### src/rtl/tsd_map.svh
/*
  Field positions, reserved masks and counts for the triangle setup state
  packet decoder. Assumes inclusion by bare name from the streamer and setup modules.
*/
`ifndef TSD_MAP_SVH
`define TSD_MAP_SVH

// ==========================================================
// Header word
`define TSD_LEN_HI 7
`define TSD_LEN_LO 0
`define TSD_LEN_DEFAULT 8'h12
`define TSD_LEN_BIAS 8'h02
`define TSD_PKT_WORDS 5'h14
`define TSD_OP_HI 31
`define TSD_OP_LO 16
`define TSD_OPCODE 16'h7813

// ==========================================================
// First payload word
`define TSD_W1_RD_OFF_HI 9
`define TSD_W1_RD_OFF_LO 4
`define TSD_W1_RSVD_MASK 32'h0000040f

// ==========================================================
// Second payload word
`define TSD_W2_RSVD_MASK 32'hfffff004
`define TSD_W2_LEGACY_BIAS 11
`define TSD_W2_STATS_EN 10
`define TSD_W2_DOFS_SOLID 9
`define TSD_W2_DOFS_WIRE 8
`define TSD_W2_DOFS_POINT 7
`define TSD_W2_FRONT_HI 6
`define TSD_W2_FRONT_LO 5
`define TSD_W2_BACK_HI 4
`define TSD_W2_BACK_LO 3
`define TSD_W2_VP_EN 1
`define TSD_W2_WINDING 0

// ==========================================================
// Payload word indices within the packet
`define TSD_IDX_W1 5'h01
`define TSD_IDX_W2 5'h02

`endif

### src/rtl/tsd_pkg.sv
/*
  Types for the triangle setup state packet decoder.
  Assumes tsd_map.svh is on the include path.
*/
package tsd_pkg;
  typedef enum logic [1:0] {
    TSD_FILL_SOLID = 2'h0,
    TSD_FILL_WIRE = 2'h1,
    TSD_FILL_POINT = 2'h2,
    TSD_FILL_RSVD = 2'h3
  } tsd_fill_e;

  typedef logic [31:0] tsd_word_t;

  typedef struct packed {
    logic [5:0] read_offset;
    logic legacy_bias;
    logic stats_en;
    logic dofs_solid;
    logic dofs_wire;
    logic dofs_point;
    tsd_fill_e front_fill;
    tsd_fill_e back_fill;
    logic vp_en;
    logic front_ccw;
  } tsd_state_s;
endpackage : tsd_pkg

### src/rtl/tsd_link_if.sv
/*
  Word stream from command streamer to triangle setup decoder.
  Assumes both ends share i_clk.
*/
`timescale 1ns/1ps
`default_nettype none
interface tsd_link_if;
  logic valid;
  logic ready;
  logic [31:0] data;
  logic last;
  modport streamer (output valid, output data, output last, input ready);
  modport setup (input valid, input data, input last, output ready);
endinterface : tsd_link_if
`default_nettype wire

### src/rtl/tsd_setup.sv
/*
  Triangle setup stage end: takes the setup state packet, checks its
  length, latches decoded controls on the last word and drives them to
  raster and depth logic, plus per-primitive facing and fill choice.
  Assumes the streamer on the same clock and a per-primitive strobe.
  Limitation: a reserved fill code 3 from the writer still reaches the
  primitive fill output, with depth offset forced off for it.
  Statistics count every valid primitive while the stats bit is on;
  the clip-stage gating is left to the packet writer.
*/
`timescale 1ns/1ps
`default_nettype none
`include "tsd_map.svh"
// Contract
// - Word1 bits 9:4 give vertex read offset
// - Writer zeroes all reserved payload bits
// - Bit 11 picks raw or scaled constant
// - Bit 10 enables clip primitive counting
// - Stats bit only when clip stats on
// - Bit 9 enables depth offset, solid
// - Bit 8 enables depth offset, wireframe
// - Bit 7 enables depth offset, point
// - Bits 6:5 front fill, 3 reserved
// - Bits 4:3 back fill, 3 reserved
// - Wireframe draws visible edges as lines
// - Point mode only at original visible vertices
// - Rectangle lists require solid both faces
// - Bit 1 gates viewport transform
// - Bit 0 selects clockwise or counterclockwise front
// - Length field equals total words minus two
// - Facing drives culling and fill choice
module tsd_setup
  import tsd_pkg::*;
(
  input wire logic i_clk,
  input wire logic i_sys_rst,
  input wire logic i_prim_valid,
  input wire logic i_prim_is_tri,
  input wire logic i_prim_cw,
  input wire logic i_prim_clipped_vtx,
  input wire logic [2:0] i_edge_vis,
  output logic [5:0] o_read_offset,
  output logic o_legacy_bias,
  output logic o_vp_en,
  output logic o_front_ccw,
  output tsd_fill_e o_front_fill,
  output tsd_fill_e o_back_fill,
  output logic o_prim_valid,
  output logic o_prim_front,
  output tsd_fill_e o_prim_fill,
  output logic o_prim_dofs_en,
  output logic [2:0] o_prim_edge_en,
  output logic [2:0] o_prim_point_en,
  output logic [31:0] o_clip_primitive_counter,
  output logic o_len_err,
  tsd_link_if.setup link
);
  // Position of the next word within the packet
  logic [4:0] idx;
  logic [7:0] len_field;
  tsd_word_t w1;
  tsd_word_t w2;
  tsd_state_s cur;
  logic take;
  logic pkt_end;
  logic len_ok;
  logic next_front;
  tsd_fill_e next_fill;
  logic next_dofs;

  assign take = link.valid && link.ready;
  assign pkt_end = take && link.last;
  // Count includes the final word, taken in this same cycle
  assign len_ok = ({3'h0, idx + 5'h01} == len_field + `TSD_LEN_BIAS);

  // ==========================================================
  // Link acceptance
  // Accepts every cycle once out of reset (ready low in reset); the decode needs no stall
  always_ff @(posedge i_clk) begin
    if (i_sys_rst) begin
      link.ready <= 1'b0;
    end else begin
      link.ready <= 1'b1;
    end
  end

  // ==========================================================
  // Word capture
  always_ff @(posedge i_clk) begin
    if (i_sys_rst) begin
      idx <= 5'h00;
      len_field <= 8'h00;
      w1 <= '0;
      w2 <= '0;
    end else if (take) begin
      idx <= link.last ? 5'h00 : idx + 5'h01;
      if (idx == 5'h00) begin
        // Kept for the end-of-packet length check
        len_field <= link.data[`TSD_LEN_HI:`TSD_LEN_LO];
      end
      if (idx == `TSD_IDX_W1) begin
        w1 <= link.data;
      end
      if (idx == `TSD_IDX_W2) begin
        w2 <= link.data;
      end
    end
  end

  // ==========================================================
  // Latch on last word; a bad length leaves old state in place
  always_ff @(posedge i_clk) begin
    if (i_sys_rst) begin
      o_len_err <= 1'b0;
    end else if (pkt_end) begin
      o_len_err <= !len_ok;
    end
  end

  always_ff @(posedge i_clk) begin
    if (i_sys_rst) begin
      cur <= '0;
    end else if (pkt_end && len_ok) begin
      cur.read_offset <= w1[`TSD_W1_RD_OFF_HI:`TSD_W1_RD_OFF_LO];
      cur.legacy_bias <= w2[`TSD_W2_LEGACY_BIAS];
      cur.stats_en <= w2[`TSD_W2_STATS_EN];
      cur.dofs_solid <= w2[`TSD_W2_DOFS_SOLID];
      cur.dofs_wire <= w2[`TSD_W2_DOFS_WIRE];
      cur.dofs_point <= w2[`TSD_W2_DOFS_POINT];
      cur.front_fill <= tsd_fill_e'(w2[`TSD_W2_FRONT_HI:`TSD_W2_FRONT_LO]);
      cur.back_fill <= tsd_fill_e'(w2[`TSD_W2_BACK_HI:`TSD_W2_BACK_LO]);
      cur.vp_en <= w2[`TSD_W2_VP_EN];
      cur.front_ccw <= w2[`TSD_W2_WINDING];
    end
  end

  // ==========================================================
  // Controls seen by raster and depth logic, each from its own flop
  // so that downstream timing never sees the decode path
  always_ff @(posedge i_clk) begin
    if (i_sys_rst) begin
      o_read_offset <= 6'h00;
      o_legacy_bias <= 1'b0;
      o_vp_en <= 1'b0;
      o_front_ccw <= 1'b0;
      o_front_fill <= TSD_FILL_SOLID;
      o_back_fill <= TSD_FILL_SOLID;
    end else if (pkt_end && len_ok) begin
      o_read_offset <= w1[`TSD_W1_RD_OFF_HI:`TSD_W1_RD_OFF_LO];
      o_legacy_bias <= w2[`TSD_W2_LEGACY_BIAS];
      o_vp_en <= w2[`TSD_W2_VP_EN];
      o_front_ccw <= w2[`TSD_W2_WINDING];
      o_front_fill <= tsd_fill_e'(w2[`TSD_W2_FRONT_HI:`TSD_W2_FRONT_LO]);
      o_back_fill <= tsd_fill_e'(w2[`TSD_W2_BACK_HI:`TSD_W2_BACK_LO]);
    end
  end

  // ==========================================================
  // Per-primitive facing and fill
  always_comb begin
    // Points and lines always count as front facing
    next_front = !i_prim_is_tri || (i_prim_cw != cur.front_ccw);
    next_fill = next_front ? cur.front_fill : cur.back_fill;
    if (!i_prim_is_tri) begin
      next_fill = TSD_FILL_SOLID;
    end
    unique case (next_fill)
      TSD_FILL_SOLID: next_dofs = cur.dofs_solid;
      TSD_FILL_WIRE: next_dofs = cur.dofs_wire;
      TSD_FILL_POINT: next_dofs = cur.dofs_point;
      default: next_dofs = 1'b0;
    endcase
  end

  always_ff @(posedge i_clk) begin
    if (i_sys_rst) begin
      o_prim_valid <= 1'b0;
      o_prim_front <= 1'b0;
      o_prim_fill <= TSD_FILL_SOLID;
      o_prim_dofs_en <= 1'b0;
      o_prim_edge_en <= 3'h0;
      o_prim_point_en <= 3'h0;
    end else begin
      // One-cycle pulse, one cycle behind the primitive strobe
      o_prim_valid <= i_prim_valid;
      o_prim_front <= next_front;
      o_prim_fill <= next_fill;
      o_prim_dofs_en <= next_dofs;
      // Edges masked by per-edge visibility flags
      o_prim_edge_en <= (next_fill == TSD_FILL_WIRE) ? i_edge_vis : 3'h0;
      // Clip-inserted vertices never get points
      o_prim_point_en <= (next_fill == TSD_FILL_POINT && !i_prim_clipped_vtx) ? i_edge_vis : 3'h0;
    end
  end

  // ==========================================================
  // Statistics on behalf of the clip stage
  always_ff @(posedge i_clk) begin
    if (i_sys_rst) begin
      o_clip_primitive_counter <= 32'h0000_0000;
    // Wraps at 32 bits; readers are expected to take differences
    end else if (i_prim_valid && cur.stats_en) begin
      o_clip_primitive_counter <= o_clip_primitive_counter + 32'h0000_0001;
    end
  end
endmodule : tsd_setup
`default_nettype wire

### src/flat_wrapper.sv
// flat-port wrapper written by rule: the top's interface ports become plain ports
module tsd_setup_flat import tsd_pkg::*;
  (i_clk, i_sys_rst, i_prim_valid, i_prim_is_tri, i_prim_cw, i_prim_clipped_vtx, i_edge_vis, o_read_offset, o_legacy_bias, o_vp_en, o_front_ccw, o_front_fill, o_back_fill, o_prim_valid, o_prim_front, o_prim_fill, o_prim_dofs_en, o_prim_edge_en, o_prim_point_en, o_clip_primitive_counter, o_len_err, link_valid, link_data, link_last, link_ready);
  tsd_link_if link_i ();
  input wire logic i_clk;
  input wire logic i_sys_rst;
  input wire logic i_prim_valid;
  input wire logic i_prim_is_tri;
  input wire logic i_prim_cw;
  input wire logic i_prim_clipped_vtx;
  input wire logic [2:0] i_edge_vis;
  output logic [5:0] o_read_offset;
  output logic o_legacy_bias;
  output logic o_vp_en;
  output logic o_front_ccw;
  output tsd_fill_e o_front_fill;
  output tsd_fill_e o_back_fill;
  output logic o_prim_valid;
  output logic o_prim_front;
  output tsd_fill_e o_prim_fill;
  output logic o_prim_dofs_en;
  output logic [2:0] o_prim_edge_en;
  output logic [2:0] o_prim_point_en;
  output logic [31:0] o_clip_primitive_counter;
  output logic o_len_err;
  input wire logic [$bits(link_i.valid)-1:0] link_valid;
  input wire logic [$bits(link_i.data)-1:0] link_data;
  input wire logic [$bits(link_i.last)-1:0] link_last;
  output wire logic [$bits(link_i.ready)-1:0] link_ready;
  assign link_i.valid = link_valid;
  assign link_i.data = link_data;
  assign link_i.last = link_last;
  assign link_ready = link_i.ready;
  tsd_setup u_core (.i_clk(i_clk), .i_sys_rst(i_sys_rst), .i_prim_valid(i_prim_valid), .i_prim_is_tri(i_prim_is_tri), .i_prim_cw(i_prim_cw), .i_prim_clipped_vtx(i_prim_clipped_vtx), .i_edge_vis(i_edge_vis), .o_read_offset(o_read_offset), .o_legacy_bias(o_legacy_bias), .o_vp_en(o_vp_en), .o_front_ccw(o_front_ccw), .o_front_fill(o_front_fill), .o_back_fill(o_back_fill), .o_prim_valid(o_prim_valid), .o_prim_front(o_prim_front), .o_prim_fill(o_prim_fill), .o_prim_dofs_en(o_prim_dofs_en), .o_prim_edge_en(o_prim_edge_en), .o_prim_point_en(o_prim_point_en), .o_clip_primitive_counter(o_clip_primitive_counter), .o_len_err(o_len_err), .link(link_i));
endmodule
### config.mk
export PLATFORM = sky130hd
export DESIGN_NAME = tsd_setup_flat
export DESIGN_NICKNAME = d
export VERILOG_FILES = /design/src/rtl/tsd_pkg.sv /design/src/rtl/tsd_link_if.sv /design/src/rtl/tsd_setup.sv /design/src/flat_wrapper.sv
export VERILOG_INCLUDE_DIRS = /design/src /design/src/rtl
export SDC_FILE = /design/constraint.sdc
export NUM_CORES = 1
export LEC_CHECK = 0
export BUFFER_PORTS_ARGS = -buffer_cell sky130_fd_sc_hd__buf_4
export CAP_MARGIN = 15
export CORE_ASPECT_RATIO = 2
export CORE_MARGIN = 5
export CORE_UTILIZATION = 48
export DETAILED_ROUTE_END_ITERATION = 6
export GPL_TIMING_DRIVEN = 0
export PLACE_DENSITY_LB_ADDON = 0.3
export SETUP_SLACK_MARGIN = 0.2
export SYNTH_ARGS = -nofsm -noshare
export SYNTH_HDL_FRONTEND = slang
export SYNTH_SLANG_ARGS = --single-unit
### constraint.sdc
create_clock -name i_clk -period 2.65 [get_ports i_clk]
set_input_delay 0.1325 -clock i_clk [delete_from_list [all_inputs] [get_ports i_clk]]
set_output_delay 0.1325 -clock i_clk [all_outputs]
set_load 0.01 [all_outputs]
### Word level (Yosys, flattened, before mapping)

Index checks and enable logic that the tools add are counted.

| storage, ports and cells | value |
|---|---|
| flip-flop bits (word level) | 97 |

| cells by class | value |
|---|---|
| reductions and logical operators | 16 |
| muxes and demuxes | 5 |
| bitwise operators | 2 |
| equality and inequality tests | 6 |
| $add $sub $neg | 3 |

Operators with widths:

| kind | number |
|---|---|
| 32-bit by 1-bit adder with 32-bit output (second input constant) | 1 |
| 8-bit by 2-bit adder with 8-bit output (second input constant) | 1 |
| 5-bit by 8-bit == test with 1-bit output | 1 |
| 2-bit AND reduction | 3 |
| 5-bit by 1-bit adder with 5-bit output (second input constant) | 1 |
| 5-bit by 1-bit == test with 1-bit output (second input constant) | 1 |
| 5-bit by 2-bit == test with 1-bit output (second input constant) | 1 |
| 1-bit logical AND | 5 |
| 5-bit logical NOT | 1 |
| 5-bit two-way mux | 1 |
| 2-bit two-way mux | 2 |
| 2-bit OR reduction | 2 |
| 1-bit logical NOT | 3 |
| 1-bit one-hot mux with 3 select lines | 1 |
| 2-bit by 1-bit == test with 1-bit output (second input constant) | 1 |
| 2-bit == test (second input constant) | 1 |
| 2-bit logical NOT | 1 |
| 1-bit inverter | 2 |
| 1-bit logical OR | 1 |
| 1-bit two-way mux | 1 |
| 1-bit != test | 1 |

### Longest topological paths before layout

Gate-level depths: netlist of the first run.

| depth | value |
|---|---|
| depth in word-level cells | 8 |
| depth in mapped cells | 9 |
| mapped depth without buffers | 7 |

### Least setup slack after synthesis of the first run

OpenSTA, ideal clock, no wires.

| path | value |
|---|---|
| path kind | reg-to-reg |
| from | reg u_core.idx[0] |
| to | reg u_core.o_back_fill[0] |
| data required time | 2.579 ns |
| setup time | 0.071 ns |
| cell stages (with the launch flop) | 8 |
| setup slack | 0.713 ns |
| arrival time | 1.866 ns |
| period minus slack after synthesis | 1.937 ns |
| cells stage by stage | dfxtp_1 -> ha_1 -> nand3_1 -> xor2_2 -> xnor2_1 -> buf_6 -> nand4_1 -> a21oi_1 |

| on the way | value |
|---|---|
| cells in the longest elaborated chain, start to end | 3 |

RTL lines:

| item | line | text |
|---|---|---|
| start: declaration | tsd_setup.sv:59 | `logic [4:0] idx;` |
| start signal: assignment | tsd_setup.sv:96 | `idx <= link.last ? 5'h00 : idx + 5'h01;` |
| 5-bit by 1-bit adder with 5-bit output | tsd_setup.sv:74 | `` assign len_ok = ({3'h0, idx + 5'h01} == len_field + `TSD_LEN_BIAS); `` |
| 5-bit by 8-bit == test with 1-bit output (no source line) | -- |  |
| 1-bit logical AND | tsd_setup.sv:148 | `end else if (pkt_end && len_ok) begin` |
| end signal: assignment | tsd_setup.sv:154 | `` o_back_fill <= tsd_fill_e'(w2[`TSD_W2_BACK_HI:`TSD_W2_BACK_LO]); `` |
| end: declaration | tsd_setup.sv:47 | `output tsd_fill_e o_back_fill,` |

No other way between the ends.
A chain may end at the register's enable or synchronous reset.

### Final worst setup path of the first run

| path | value |
|---|---|
| from | reg u_core.idx[1] |
| to | reg u_core.cur[9] (netlist name) |

| on the way | value |
|---|---|
| cells in the longest elaborated chain, start to end | 3 |

RTL lines:

| item | line | text |
|---|---|---|
| 5-bit by 1-bit adder with 5-bit output | tsd_setup.sv:74 |  |
| 5-bit by 8-bit == test with 1-bit output (no source line) | -- |  |
| 1-bit logical AND | tsd_setup.sv:123 | `end else if (pkt_end && len_ok) begin` |
| end: declaration | tsd_setup.sv:63 | `tsd_state_s cur;` |

No other way between the ends.

==> run metrics, run 1 <==
status completed; CTS Root Cell clkbuf_16; FF+latch area 1840 um^2; clk slew on worst S/H paths approximately 0.06 ns; Vias/cell 5.60; met2 Usage GRT around 39%; global-route wire length before repair 17.3 mm; Final Max Slew Viols 0; startpoint types register; # setup viols final 0; Area after DPL 4750 um^2; DRT Wirelength 10.5 mm; Worst path slowest cell dfxtp_1; Hold Path Class input port to register; Clock Skew 0.00667 ns; met1 Resource Use GR 20.4%; worst-path fanout max 10; Final #Nets ~600; sequential-to-total area share from yosys stat a little under half; ANT cells 0; Synth Flop Type dfxtp_1; Post-Syn Nets 508; MaxCap Viol Count 0; largest net degree at the start of global routing 16; CTS H-Tree Depth 3; cell taking the most area after synthesis dfxtp_1; GPL Wtd Cong 0.871; Worst Setup End Kind register; VDD IR max 432 uV; fin crit period 2.19 ns; Die Wd 74.8 um; f_max 0.456 GHz; layout cells sized above 1 a little over a fifth; DRC 0; critical path, cell by cell ha_1, nand3_1, xor2_2, xor2_2, buf_2, o31ai_1, a21oi_1; synthesis-to-finish area growth 27.1%; multi-input combinational cell area 2010 um^2; chip height 140 um; leakage 0.00198 uW; DRT iter0 DRCs 293; clk buf depth 2; busiest grt layer met2; Mapped Cells 459; P per Cell Area 577 nW/um^2; Die Area 10,500 um^2; clk sink count 92; initial antenna violation count 0; Syn. warnings 0; Hold Fails Final Rpt 0; Placed Cells incl. Taps 636; Post-synth EDFFs 0; core footprint 8230 um^2; cell with the most instances after synthesis dfxtp_1; antenna viol nets, final 0; Layout fillers about 760; top post-synthesis cells by count dfxtp_1 (92), a21oi_1 (59), nand3_1 (46); CP required 2.93 ns; Vias roughly 3,700; CTS tree built; hpwl dp 8.16 mm; Slew headroom 39.7%; met3 Track Usage GR 6.14%; CTS buffer count 9; num ports 101; delay of the slowest critical-path stage 0.45 ns; Pre-antenna DRT Iters 4; synth unique cells 41; syn_area_per_cell a little under 9 um^2; Yosys top cell area share 45.6%; critical path data arrival time 2.47 ns; Port Buf Inserts 79; Remaining Overflow, GRT 0; Slew @ Worst Pin 0.898 ns; vias in the first global route 3,771; finished layout cell area 5130 um^2; setup TNS 0 ns; Worst Path Buf+Inv 1; Synth Register Bits 92; total global-route track usage 21.3%; Rows 47; RSZ-0062 raised after global routing no; DR WL/cell roughly 16 um; Top delay family on crit path XOR/XNOR gates; type of the worst setup path register to register; Synth async-reset ratio 0%; synthesized cell area 4040 um^2; Starting Density 49.0%; Synth area leaders dfxtp_1 (46%), a21oi_1 (7.3%), nand3_1 (5.7%); Tcrit/Tclk final 82.8%; Skew-Pair Late Insertion Delay around 0.35 ns; Final Non-Filler Cells 656; crit-path most repeated cell xor2_2
[cells in the final DEF (no fill, tap or decap), drive strengths merged, types with 4 or more instances in the layout]
master and n:
clkbuf 26, nor3 9, o31ai 18, or3 8, a21oi 59, nand3 46
xor2 23, buf 92, ha 6, dlygate4sd3 4, and2 7, xnor2 9
dfxtp 92, nand2 43, and3 10, o21ai 12, inv 7, nand4 29
nor4 4, nor2 29
[registers in the layout (all words and copies together), names as in the netlist, 2 cells and up]
| signal | cells |
|---|---|
| u_core.o_clip_primitive_counter | 32 |
| u_core.o_read_offset | 6 |
| u_core.idx | 5 |
| u_core.cur | 4 |
| u_core.o_front_fill | 2 |
| u_core.w1 | 6 |
| u_core.o_prim_edge_en | 3 |
| u_core.o_prim_fill | 2 |
| u_core.o_prim_point_en | 3 |
| u_core.len_field | 8 |
| u_core.o_back_fill | 2 |
| u_core.w2 | 11 |
[kinds of logic after synthesis]
| family | share of synthesized area (%) |
|---|---|
| simple gates | 25.7 |
| compound gates | 13.1 |
| flops | 45.6 |
| buf+inv | 4.77 |
| xor+xnor | 7.87 |
| fa+ha+maj | 1.86 |
| mux | 1.05 |
[final timing paths]
check | from | end | slack, ns | cells after the start
setup / recovery | u_core.idx[1] | u_core.cur[9] | 0.46 | 7
setup reg to reg | u_core.idx[1] | u_core.cur[9] | 0.46 | 7
hold / removal | link_data[11] | u_core.w2[11] | 0.05 | 3
hold reg to reg | u_core.w2[3] | u_core.w2[3] | 0.46 | 2
[tightest hold or removal path, cell delays in order]
cell and delay (ns):
buf_4 0.11, nand3_1 0.05, a21oi_1 0.05
[stage by stage]
stage | utilization [%] | worst slack, ns | hold WS, ns | power (uW)
2_1_floorplan | - | 0.713 | 0.224 | 1520
3_3_place_gp | 57.7 | 0.374 | 0.336 | 1580
3_5_place_dp | 57.7 | 0.340 | 0.335 | 1590
4_1_cts | 62.2 | 0.320 | 0.0433 | 2980
5_1_grt | 62.3 | 0.278 | 0.0595 | 3060
6_report | 62.3 | 0.455 | 0.0460 | 2960
[routing by layer]
layer	vias up	part of all wire, %
met3	25	6.1
met5	-	0
met1	1714	34
li1	1832	-
met4	0	3.6
met2	104	56
[where the power goes]
part           internal [uW]  switching, uW
clock network            855            543
logic                   59.7           98.0
registers               1390           11.6
[repair_timing]
action / 4_1_cts / 5_1_grt
buffers inserted: 0 / 0
gates resized for setup: 0 / 2
hold endpoints to repair: 7 / 0
setup endpoints to repair: 0 / 10
hold buffers: 4 / 0
[area by class of cell]
class | instances | share of cell area, %
sequential | 92 | 35.9
inverter | 7 | 0.512
clock buffer | 11 | 4.73
buffer | 28 | 3.24
tap | 98 | 2.39
clock inverter | 5 | 1.66
timing repair buffer | 83 | 12.3
multi-input combinational | 332 | 39.2
Note: power is estimated with default switching activity, not from simulation.
==> run 2: changes to the inputs <==
Settings changed: ABC_AREA set to 1.
Clock period 2.65 ns to 1.9 ns, I/O delays scaled along.
==> run metrics, run 2 <==
CTS buffer count 9; Synth area leaders dfxtp_1 (42%), nand2_1 (13%), a21oi_1 (7.5%); crit-path most repeated cell nand2_1; CTS Root Cell clkbuf_16; synthesized cell area 4410 um^2; DRC 0; GPL Wtd Cong approximately 0.9; critical path, cell by cell buf_6, inv_4, ha_4, nand2_1, nand2_1, nand2_1, nor2_2, nand3_2, nor2_4, buf_12, buf_6, nand2_2, nand3_1, inv_1; Syn. warnings 0; Worst Setup End Kind register; ANT cells 0; finished layout cell area 5810 um^2; Clock Skew a little over 0.007 ns; Yosys top cell area share around two fifths; delay of the slowest critical-path stage ~0.35 ns; CTS tree built; commonest cells after routing, fill and taps aside nand2_1 (145), buf_4 (98), nor2_1 (86), dfxtp_1 (83), inv_1 (78); Synth Register Bits 92; # setup viols final 0; Synth Flop Type dfxtp_1; num ports 101; Synth async-reset ratio 0%; sequential-to-total area share from yosys stat roughly two fifths; Pwr Total 4170 uW; RSZ-0062 raised after global routing yes; largest net degree at the start of global routing 16; initial antenna violation count 0; DR WL/cell 14.7 um; Port Buf Inserts 80; commonest non-fill, non-tap cell in the layout nand2_1; Area after DPL around 5200 um^2; VDD IR max 515 uV; status completed; DRT iter0 DRCs 203; fin worst setup slack 0.134 ns; total global-route track usage 21.9%; critical path data arrival time around 2.0 ns; Top Registers u_core.o_clip_primitive_counter: 32 flops, u_core.w2: 11 flops, u_core.len_field: 8 flops; type of the worst setup path register to register; vias in the first global route 4,483; Remaining Overflow, GRT 0; fin crit period 1.77 ns; Hold Fails Final Rpt 0; antenna viol nets, final 0; Slew headroom 51.4%; Final #Nets 806; Pre-antenna DRT Iters 5; synth unique cells 32; FF+latch area 1860 um^2; f_max ~0.57 GHz; pre-CTS setup slack 0.00198 ns; P per Cell Area 718 nW/um^2; core footprint 9010 um^2; clk sink count 92; Worst path slowest cell dfxtp_2; worst-path fanout max 8; Vias roughly 4,600; setup TNS 0 ns; global-route wire length before repair 19.9 mm; multi-input combinational cell area 2210 um^2; CP required 2.14 ns; Skew-Pair Late Insertion Delay 0.35 ns; Slew @ Worst Pin 0.728 ns; layout cells sized above 1 23.8%; cell with the most instances after synthesis nand2_1; Mapped Cells 644; DRT Wirelength 12.7 mm; syn_area_per_cell approximately 6.8 um^2; cell taking the most area after synthesis dfxtp_1; chip height 146 um; number of flip-flops in the largest register 32; startpoint types register; Post-synth EDFFs 0; Vias/cell between 5 and 6; Die Area 11,300 um^2; Tcrit/Tclk final 92.9%; hpwl dp 9.38 mm; Die Wd 77.8 um; Starting Density 48.9%; CTS H-Tree Depth 3; Top reg by flops u_core.o_clip_primitive_counter; leakage 0.00244 uW; Hold Path Class input port to register; synthesis-to-finish area growth 31.8%; Post-Syn Nets around 700; Rows 49; clk buf depth 2; clk slew on worst S/H paths approximately 0.07 ns; Layout fillers 815; Final Max Slew Viols 0; MaxCap Viol Count 0; top post-synthesis cells by count nand2_1 (147), dfxtp_1 (92), nor2_1 (88)
==> run 2: changes by cell type after synthesis, moves of 8 or more <==
cell / before / now
nand2_1: 43 / 147
nand4_1: 26 / 8
and3_1: 10 / 1
o31ai_1: 18 / 0
o21ai_0: 12 / 39
xor2_1: 21 / 3
or3_1: 8 / 0
inv_1: 7 / 80
nor2_1: 29 / 88
==> run 2: cell families after synthesis <==
logic type               count (synthesis)  synth area share, %
AO/OA/AOI/OAI                          112                 13.0
XOR/XNOR                                 7                 1.39
adder cells (fa/ha/maj)                  6                 1.70
buffers and inverters                  111                 11.1
flip-flops                              92                 41.8
AND/OR/NAND/NOR                        316                 31.1
==> run 2: stage by stage <==
stage	util, %	hold WS, ns	std cells
finish	64.5	0.0244	864
global route	64.5	0.0359	864
CTS	62.9	0.0202	856
detailed placement	57.2	0.326	826
global placement	57.2	0.319	826
floorplan	-	0.179	644
==> run 2: routing by layer <==
| layer | track usage [%] | wire, um | vias up |
|---|---|---|---|
| met2 | 41.2 | 6930 | 163 |
| met4 | 13.4 | 733 | 0 |
| met3 | 5.08 | 723 | 52 |
| met5 | 0 | 0 | - |
| li1 | - | - | 2274 |
| met1 | 20.3 | 4340 | 2085 |
==> run 2: worst max-delay path, delay by kind of cell (launching register included) <==
family | cells | cell delay, ns
AND/OR/NAND/NOR | 8 | 0.59
buffers and inverters | 5 | 0.45
flip-flops | 1 | 0.35
adder cells (fa/ha/maj) | 1 | 0.26
==> run 2: what timing repair did <==
item                                    in CTS  in global routing
endpoints found under the hold margin        8                  0
resized for setup                           21                 25
setup buffers                                6                  8
pin swaps                                   10                 10
cloned                                       3                  0
hold buffers                                 5                  0
endpoints found under the setup margin      23                 40
==> run 2: where the power goes <==
part           switching (uW)  leakage, uW  total (uW)  internal, uW
Clock                     769     0.000152        1860          1090
Combinational             201      0.00154         340           139
Sequential               18.9     0.000749        1970          1950
==> run 2: worst paths after layout <==
| check | start | slack [ns] | to | cells after the start |
|---|---|---|---|---|
| max | u_core.idx[0] | 0.13 | u_core.o_len_err | 14 |
| min reg2reg | u_core.w2[7] | 0.45 | u_core.w2[7] | 2 |
| max reg2reg | u_core.idx[0] | 0.13 | u_core.o_len_err | 14 |
| min | link_data[2] | 0.02 | u_core.len_field[2] | 3 |
==> run 2: final cells by class <==
cell class / instances / area share [%]
plain buffers: 25 / 3.01
well taps: 102 / 2.20
clock inverters: 5 / 1.03
flip-flops and latches: 92 / 32.0
repair buffers: 102 / 13.7
clock buffers: 11 / 4.35
inverters: 86 / 5.64
multi-input cells: 441 / 38.1
